==> config.mk <==
export PLATFORM = sky130hd
export DESIGN_NAME = nvh_host
export DESIGN_NICKNAME = d
export VERILOG_FILES = /design/src/logic/nvh_pkg.sv /design/src/logic/nvh_host.sv
export SDC_FILE = /design/constraint.sdc
export NUM_CORES = 1
export LEC_CHECK = 0
export ABC_AREA = 1
export BUFFER_PORTS_ARGS = -buffer_cell sky130_fd_sc_hd__buf_2
export CAP_MARGIN = 25
export CORE_MARGIN = 4
export CORE_UTILIZATION = 40
export DETAILED_ROUTE_END_ITERATION = 12
export GPL_ROUTABILITY_DRIVEN = 0
export PLACE_DENSITY = 0.73
export SLEW_MARGIN = 20
export SYNTH_ARGS = -nofsm -noshare
export SYNTH_HDL_FRONTEND = slang
export SYNTH_SLANG_ARGS = --single-unit
==> constraint.sdc <==
create_clock -name sys_clk -period 4.7 [get_ports sys_clk]
set_input_delay 0.47 -clock sys_clk [delete_from_list [all_inputs] [get_ports sys_clk]]
set_output_delay 0.47 -clock sys_clk [all_outputs]
set_load 0.005 [all_outputs]
==> src/logic/nvh_pkg.sv <==
// Package for the host-side controller of the nonvolatile static memory
package nvh_pkg;

    localparam int unsigned ADDR_W        = 17;
    localparam int unsigned DATA_W        = 8;
    localparam int unsigned SEQ_LEN       = 6;
    localparam int unsigned CLK_PERIOD_NS = 100;
    // Least strobe-low time and least address setup, in ns
    localparam int unsigned T_STROBE_NS   = 200;
    localparam int unsigned T_SETUP_NS    = 100;
    // Cycle counts: least times round up, never below one cycle
    localparam int unsigned STROBE_CYC    =
        (T_STROBE_NS + CLK_PERIOD_NS - 1) / CLK_PERIOD_NS;
    localparam int unsigned SETUP_CYC     =
        (T_SETUP_NS + CLK_PERIOD_NS - 1) / CLK_PERIOD_NS;
    localparam logic [3:0]  STROBE_CNT    = 4'(STROBE_CYC);
    localparam logic [3:0]  SETUP_CNT     = 4'(SETUP_CYC);

    // Store-arming address sequence; the last word triggers the store
    localparam logic [15:0] SEQ_A0 = 16'h4E38;
    localparam logic [15:0] SEQ_A1 = 16'hB1C7;
    localparam logic [15:0] SEQ_A2 = 16'h83E0;
    localparam logic [15:0] SEQ_A3 = 16'h7C1F;
    localparam logic [15:0] SEQ_A4 = 16'h703F;
    localparam logic [15:0] SEQ_A5 = 16'h8FC0;

    typedef enum logic [2:0] {
        ST_IDLE   = 3'b000,
        ST_SETUP  = 3'b001,
        ST_STROBE = 3'b010,
        ST_END    = 3'b011,
        ST_HWREQ  = 3'b100,
        ST_BUSY   = 3'b101
    } nvh_state_t;

    // User-side request carrier
    typedef struct packed {
        logic              write;
        logic [ADDR_W-1:0] addr;
        logic [DATA_W-1:0] wdata;
    } nvh_req_t;

    // Memory pins driven by the host
    typedef struct packed {
        logic              chip_sel_n;
        logic              write_n;
        logic              out_gate_n;
        logic [ADDR_W-1:0] addr_lines;
    } nvh_pins_t;

endpackage

==> src/logic/nvh_host.sv <==
// Host controller driving the nonvolatile static memory pins
// Operation
// - Host holds address stable through write
// - Data valid before write strobe rises
// - Host keeps output gate high writing
// - Pin pulled low requests a store
// - Write strobe inactive high from reset
// - Six-read sequence starts software store
`timescale 1ns/100ps
module nvh_host
    import nvh_pkg::*;
(
    // Clock and reset
    input  wire logic              sys_clk,
    input  wire logic              reset,
    // User request
    input  wire nvh_req_t          req,
    input  wire logic              req_valid,
    output logic                   req_ready,
    output logic [DATA_W-1:0]      rdata,
    output logic                   rdata_valid,
    // Store requests
    input  wire logic              hw_store_req,
    input  wire logic              sw_store_req,
    output logic                   store_active,
    output logic                   writes_pending,
    // Memory pins
    output nvh_pins_t              pins,
    input  wire logic [DATA_W-1:0] data_lines_i,
    output logic [DATA_W-1:0]      data_lines_o,
    output logic                   data_lines_oe,
    input  wire logic              store_busy_n_i,
    output logic                   store_busy_n_o,
    output logic                   store_busy_n_oe
);

    nvh_state_t        state_q;
    nvh_req_t          cur_q;
    logic [3:0]        cnt_q;
    logic [2:0]        seq_q;
    logic              sw_seq_q;
    logic              dirty_q;
    logic              busy_seen_q;

    // Address of a given step of the store sequence
    function automatic logic [15:0] seq_addr(input logic [2:0] i);
        logic [15:0] a;
        a = SEQ_A5;
        unique case (i)
            3'd0: a = SEQ_A0;
            3'd1: a = SEQ_A1;
            3'd2: a = SEQ_A2;
            3'd3: a = SEQ_A3;
            3'd4: a = SEQ_A4;
            default: a = SEQ_A5;
        endcase
        return a;
    endfunction

    wire logic busy_low = !store_busy_n_i;

    assign req_ready      = (state_q == ST_IDLE) && !busy_low
                            && !sw_seq_q && !hw_store_req;
    assign store_active   = (state_q == ST_HWREQ) || (state_q == ST_BUSY);
    assign writes_pending = dirty_q;

    assign store_busy_n_o  = 1'b0;
    // Pull only with writes pending, so a clean hardware store never blips busy
    assign store_busy_n_oe = (state_q == ST_HWREQ) && dirty_q;

    // ---------------------------------------------------------------
    // Access sequencer
    // ---------------------------------------------------------------
    always_ff @(posedge sys_clk or posedge reset)
    begin
        if (reset)
        begin
            state_q  <= ST_IDLE;
            cur_q    <= '0;
            cnt_q    <= 4'h0;
            seq_q    <= 3'd0;
            sw_seq_q <= 1'b0;
        end
        else
        begin
            unique case (state_q)
                ST_IDLE:
                begin
                    cnt_q <= SETUP_CNT;
                    if (busy_low)
                        state_q <= ST_BUSY;
                    else if (sw_seq_q || sw_store_req)
                    begin
                        sw_seq_q     <= 1'b1;
                        cur_q.write  <= 1'b0;
                        cur_q.addr   <= {1'b0, seq_addr(seq_q)};
                        cur_q.wdata  <= '0;
                        state_q      <= ST_SETUP;
                    end
                    else if (hw_store_req)
                        state_q <= ST_HWREQ;
                    else if (req_valid)
                    begin
                        cur_q   <= req;
                        state_q <= ST_SETUP;
                    end
                end
                ST_SETUP:
                begin
                    if (cnt_q <= 4'h1)
                    begin
                        cnt_q   <= STROBE_CNT;
                        state_q <= ST_STROBE;
                    end
                    else
                        cnt_q <= cnt_q - 4'h1;
                end
                ST_STROBE:
                begin
                    if (cnt_q <= 4'h1)
                        state_q <= ST_END;
                    else
                        cnt_q <= cnt_q - 4'h1;
                end
                ST_END:
                begin
                    state_q <= ST_IDLE;
                    if (sw_seq_q)
                    begin
                        if (seq_q == 3'(SEQ_LEN - 1))
                        begin
                            seq_q    <= 3'd0;
                            sw_seq_q <= 1'b0;
                            state_q  <= ST_BUSY;
                        end
                        else
                            seq_q <= seq_q + 3'd1;
                    end
                end
                ST_HWREQ:
                begin
                    if (busy_low || !dirty_q)
                        state_q <= ST_BUSY;
                end
                ST_BUSY:
                begin
                    if (!busy_low)
                        state_q <= ST_IDLE;
                end
                default:
                    state_q <= ST_IDLE;
            endcase
        end
    end

    // ---------------------------------------------------------------
    // Pin drive
    // ---------------------------------------------------------------
    always_ff @(posedge sys_clk or posedge reset)
    begin
        if (reset)
        begin
            pins          <= '{chip_sel_n: 1'b1, write_n: 1'b1,
                               out_gate_n: 1'b1, addr_lines: '0};
            data_lines_o  <= '0;
            data_lines_oe <= 1'b0;
        end
        else
        begin
            pins.addr_lines <= cur_q.addr;
            data_lines_o    <= cur_q.wdata;
            // Strobes; gate stays high on write
            pins.chip_sel_n <= !(state_q == ST_SETUP
                                 || state_q == ST_STROBE);
            pins.write_n    <= !(state_q == ST_STROBE && cur_q.write);
            pins.out_gate_n <= !(state_q == ST_STROBE && !cur_q.write);
            // Data driven across the rising write strobe
            data_lines_oe   <= cur_q.write
                               && (state_q == ST_SETUP
                                   || state_q == ST_STROBE
                                   || state_q == ST_END);
        end
    end

    // ---------------------------------------------------------------
    // Read capture and write tracking
    // ---------------------------------------------------------------
    always_ff @(posedge sys_clk or posedge reset)
    begin
        if (reset)
        begin
            rdata       <= '0;
            rdata_valid <= 1'b0;
        end
        else
        begin
            rdata_valid <= 1'b0;
            if (state_q == ST_END && !cur_q.write && !sw_seq_q)
            begin
                rdata       <= data_lines_i;
                rdata_valid <= 1'b1;
            end
        end
    end

    always_ff @(posedge sys_clk or posedge reset)
    begin
        if (reset)
        begin
            dirty_q     <= 1'b1;
            busy_seen_q <= 1'b0;
        end
        else
        begin
            busy_seen_q <= busy_low;
            // Write sets; store end (busy released) clears; set wins
            if (state_q == ST_END && cur_q.write)
                dirty_q <= 1'b1;
            else if (busy_seen_q && !busy_low)
                dirty_q <= 1'b0;
        end
    end

    // ---------------------------------------------------------------
    // Assertions
    // ---------------------------------------------------------------
    a_gate_write_excl: assert property (@(posedge sys_clk)
        disable iff (reset)
        !(!pins.write_n && !pins.out_gate_n))
        else $error("Gate and write strobe low together");
    a_addr_stable_wr: assert property (@(posedge sys_clk)
        disable iff (reset)
        (!pins.write_n && $past(!pins.write_n))
            |-> $stable(pins.addr_lines))
        else $error("Address moved during write");
    a_data_before_rise: assert property (@(posedge sys_clk)
        disable iff (reset)
        $rose(pins.write_n) |-> data_lines_oe)
        else $error("Write data not driven at strobe rise");
    a_idle_strobes: assert property (@(posedge sys_clk)
        disable iff (reset)
        $past(state_q == ST_BUSY) && $past(state_q, 2) == ST_BUSY
            |-> pins.chip_sel_n && pins.write_n)
        else $error("Strobe active while store busy");
    a_hw_store_pull: assert property (@(posedge sys_clk)
        disable iff (reset)
        store_busy_n_oe |-> dirty_q)
        else $error("Busy pin pulled without pending writes");
    a_seq_busy: assert property (@(posedge sys_clk)
        disable iff (reset)
        (state_q == ST_END && sw_seq_q && seq_q == 3'd5)
            |=> state_q == ST_BUSY)
        else $error("Sequence end did not wait for store");
    a_ready_block: assert property (@(posedge sys_clk)
        disable iff (reset)
        busy_low |-> !req_ready)
        else $error("Request accepted during store");
    a_write_pulse: assert property (@(posedge sys_clk)
        disable iff (reset)
        $fell(pins.write_n) |-> !pins.write_n [*2])
        else $error("Write strobe shorter than least time");

    c_read: cover property (@(posedge sys_clk) rdata_valid);
    c_write: cover property (@(posedge sys_clk) $rose(pins.write_n));
    c_sw_store: cover property (@(posedge sys_clk)
        state_q == ST_END && seq_q == 3'd5);
    c_hw_store: cover property (@(posedge sys_clk) store_busy_n_oe);

endmodule

==> impl_metrics.env <==
export IMPL_die_h_um=96.45
export IMPL_p_clk_frac=0.192
export IMPL_drtIter0Drc=103
export IMPL_post_cts_repair_setup_buffers=0
export IMPL_seq_area_frac_synth=0.6174
export IMPL_max_cap_violations=0
export IMPL_cp_depth=6
export IMPL_r2r_cells=6
export IMPL_synth_area_mm2=0.003129
export IMPL_crit_fanout=6
export IMPL_wl_per_cell_um=12.47
export IMPL_syn_to_final_growth_pct=21.39
export IMPL_switching_share=0.3788
export IMPL_clock_fmax_mhz=498.2
export IMPL_grt_start_max_net_pins=46
export IMPL_clk_path_buf_depth=2
export IMPL_fillerInstances=673
export IMPL_cp_start_kind="flop"
export IMPL_pre_cts_slack_ns=2.733
export IMPL_yosysWarningCount=0
export IMPL_final_common_cell="nand2_1"
export IMPL_peakVddDrop_mv=0.1611
export IMPL_avgSynthCellArea_um2=9.718
export IMPL_cts_root_buf="clkbuf_8"
export IMPL_final_cell_mix="nand2_1 (106), buf_2 (81), dfrtp_1 (73)"
export IMPL_placed_area_mm2=0.003611
export IMPL_fp_coreArea_mm2=0.007408
export IMPL_path_delay_family="simple AND/OR/NAND/NOR gates"
export IMPL_synth_cells=322
export IMPL_htreeDepth=3
export IMPL_hp_class="in -> async"
export IMPL_tightest_slew_ns=0.6269
export IMPL_hold_viol_final=0
export IMPL_grt_pass1_vias=2266
export IMPL_min_period_over_period=0.4271
export IMPL_synth_edff_count=0
export IMPL_synth_nets=365
export IMPL_overflow=0
export IMPL_top_usage_layer="met2"
export IMPL_utilization=0.5128
export IMPL_finalMaxSlewViolations=0
export IMPL_met1_usage=0.1811
export IMPL_p_comb_frac=0.348
export IMPL_ys_types=35
export IMPL_grt_usage=0.1458
export IMPL_use_met3=0.02866
export IMPL_antenna_found_initial=0
export IMPL_slowest_delay_ns=0.45
export IMPL_critPathArrivalTime_ns=1.54
export IMPL_status="finished clean"
export IMPL_drt_wl_total_um=6397
export IMPL_io_pins=83
export IMPL_viasPerCell=4.558
export IMPL_finalSetupViolCount=0
export IMPL_clkLatencyLatePin_ns=0.34
export IMPL_path_cells="nor2_2, nand2_2, nor2_8, inv_1, nor3_1, buf_2"
export IMPL_powerDensity_mw_per_mm2=584.1
export IMPL_critPathRequiredTime_ns=4.23
export IMPL_detail_route_antenna_nets=0
export IMPL_crit_path_end_kind="primary output"
export IMPL_cts_resized_gates=0
export IMPL_setup_ws_ns=2.693
export IMPL_dp_hpwl_um=4676
export IMPL_dr_pass1_iters=4
export IMPL_cts_made_buffers=9
export IMPL_min_period_ns=2.007
export IMPL_cts_tree="yes"
export IMPL_path_clk_slew_ns=0.08
export IMPL_cp_buffers_inverters=2
export IMPL_leakage_uw=0.001981
export IMPL_power_switching_uw=840.4
export IMPL_globalRouteMet2Util=0.2431
export IMPL_die_area_mm2=0.009303
export IMPL_antenna_cells=0
export IMPL_timing_rr_end="cur_q[20]"
export IMPL_path_class="reg -> out"
export IMPL_power_internal_uw=1378
export IMPL_holdBufCountCts=0
export IMPL_seqPwrFrac=0.459
export IMPL_die_w_um=96.45
export IMPL_start_util=0.4224
export IMPL_rsz0062_at_grt="false"
export IMPL_multi_input_area_mm2=0.001026
export IMPL_timing_rr_start="sw_seq_q"
export IMPL_async_flop_share=1.000
export IMPL_fin_setup_tns_ns=0
export IMPL_seqCellArea_mm2=0.001932
export IMPL_fin_nets=452
export IMPL_synth_seq_cells=77
export IMPL_via_count=2338
export IMPL_drive_gt1_frac=0.3068
export IMPL_fin_hold_ws_ns=0.09639
export IMPL_placement_io_buffers=81
export IMPL_reg2reg_slack_ns=2.87
export IMPL_cts_sinks=77
export IMPL_grt_pass1_wl_um=10340
export IMPL_critical_path_slowest_cell="dfrtp_1"
export IMPL_slew_headroom=0.5811
export IMPL_rows=31
export IMPL_ys_flop_type="dfrtp_1"
export IMPL_skew_ns=0.008127
export IMPL_post_route_cell_area_mm2=0.003799
export IMPL_drc=0
logic make-up after synthesis:
family          Yosys count  synth area share
simple gates            154            0.2231
flops                    77            0.6174
compound gates           49           0.08597
buf+inv                  36           0.05478
fa+ha+maj                 3           0.01200
xor+xnor                  2          0.005599
other cells               1          0.001198
power groups by stage:
stage                     sequential, µW  combinational (µW)  clock (µW)
after floorplan                     1020                 545           0
after global placement              1030                 747           0
after detailed placement            1030                 776           0
after CTS                           1020                 781         442
after global routing                1040                 886         470
final                               1020                 773         427
registers in the layout, summed over array words and instances, names as in the netlist:
name            cells
data_lines_o        8
writes_pending      1
state_q             3
busy_seen_q         1
cnt_q               4
data_lines_oe       1
rdata               8
seq_q               3
sw_seq_q            1
pins               20
rdata_valid         1
cur_q              26
layout make-up:
type                            count  area share
Multi-Input combinational cell    209      0.2701
Timing Repair Buffer               83      0.1140
Sequential cell                    77      0.5086
Inverter                           29     0.03063
Tap cell                           99     0.03261
Clock buffer                       10     0.03360
Clock inverter                      6     0.01054
stage by stage:
| stage | total power (µW) | cells |
|---|---|---|
| final | 2219 | 513 |
| after global routing | 2399 | 513 |
| after CTS | 2242 | 512 |
| after detailed placement | 1807 | 496 |
| after global placement | 1773 | 496 |
| after floorplan | 1563 | 322 |
worst register-to-register path: stages (launching register included):
cell and delay (ns):
dfrtp_1 0.44, nor2_4 0.53, o21ai_2 0.20, nand2_8 0.26, inv_4 0.11, nor2_1 0.11
a21oi_1 0.06
cell usage after synthesis (2+ instances only):
| master | n | share of area |
|---|---|---|
| nor2_2 | 4 | 0.0080 |
| o21ai_0 | 9 | 0.014 |
| dfstp_2 | 4 | 0.034 |
| nor2_1 | 20 | 0.024 |
| nor3_1 | 2 | 0.0032 |
| nand2_1 | 106 | 0.13 |
| buf_6 | 3 | 0.011 |
| ha_1 | 3 | 0.012 |
| dfrtp_1 | 73 | 0.58 |
| nand4_1 | 2 | 0.0040 |
| nand2_2 | 3 | 0.0060 |
| inv_1 | 25 | 0.030 |
| o21ai_1 | 14 | 0.022 |
| o21ai_2 | 4 | 0.011 |
| a21oi_1 | 17 | 0.027 |
| o22ai_1 | 2 | 0.0040 |
| nand3_1 | 7 | 0.011 |
| nor2_4 | 4 | 0.014 |
| inv_2 | 2 | 0.0024 |
| xor2_1 | 2 | 0.0056 |
| nand2_4 | 2 | 0.0072 |
per-layer routing:
layer  up-vias  part of all wire
li1       1189                 -
met1      1081              0.44
met2        55              0.48
met3        13             0.058
met4         0             0.023
met5         -                 0
worst max path at each step:
| stage | startpoint | endpoint | slack [ns] |
|---|---|---|---|
| floorplan | reset | busy_seen_q | 2.27 |
| global placement | sw_store_req | cur_q[19] | 2.80 |
| detailed placement | sw_store_req | cur_q[22] | 2.73 |
| CTS | state_q[1] | req_ready | 2.66 |
| global route | state_q[2] | req_ready | 2.55 |
| finish | state_q[2] | req_ready | 2.69 |
Note: power is estimated with default switching activity, not from simulation.
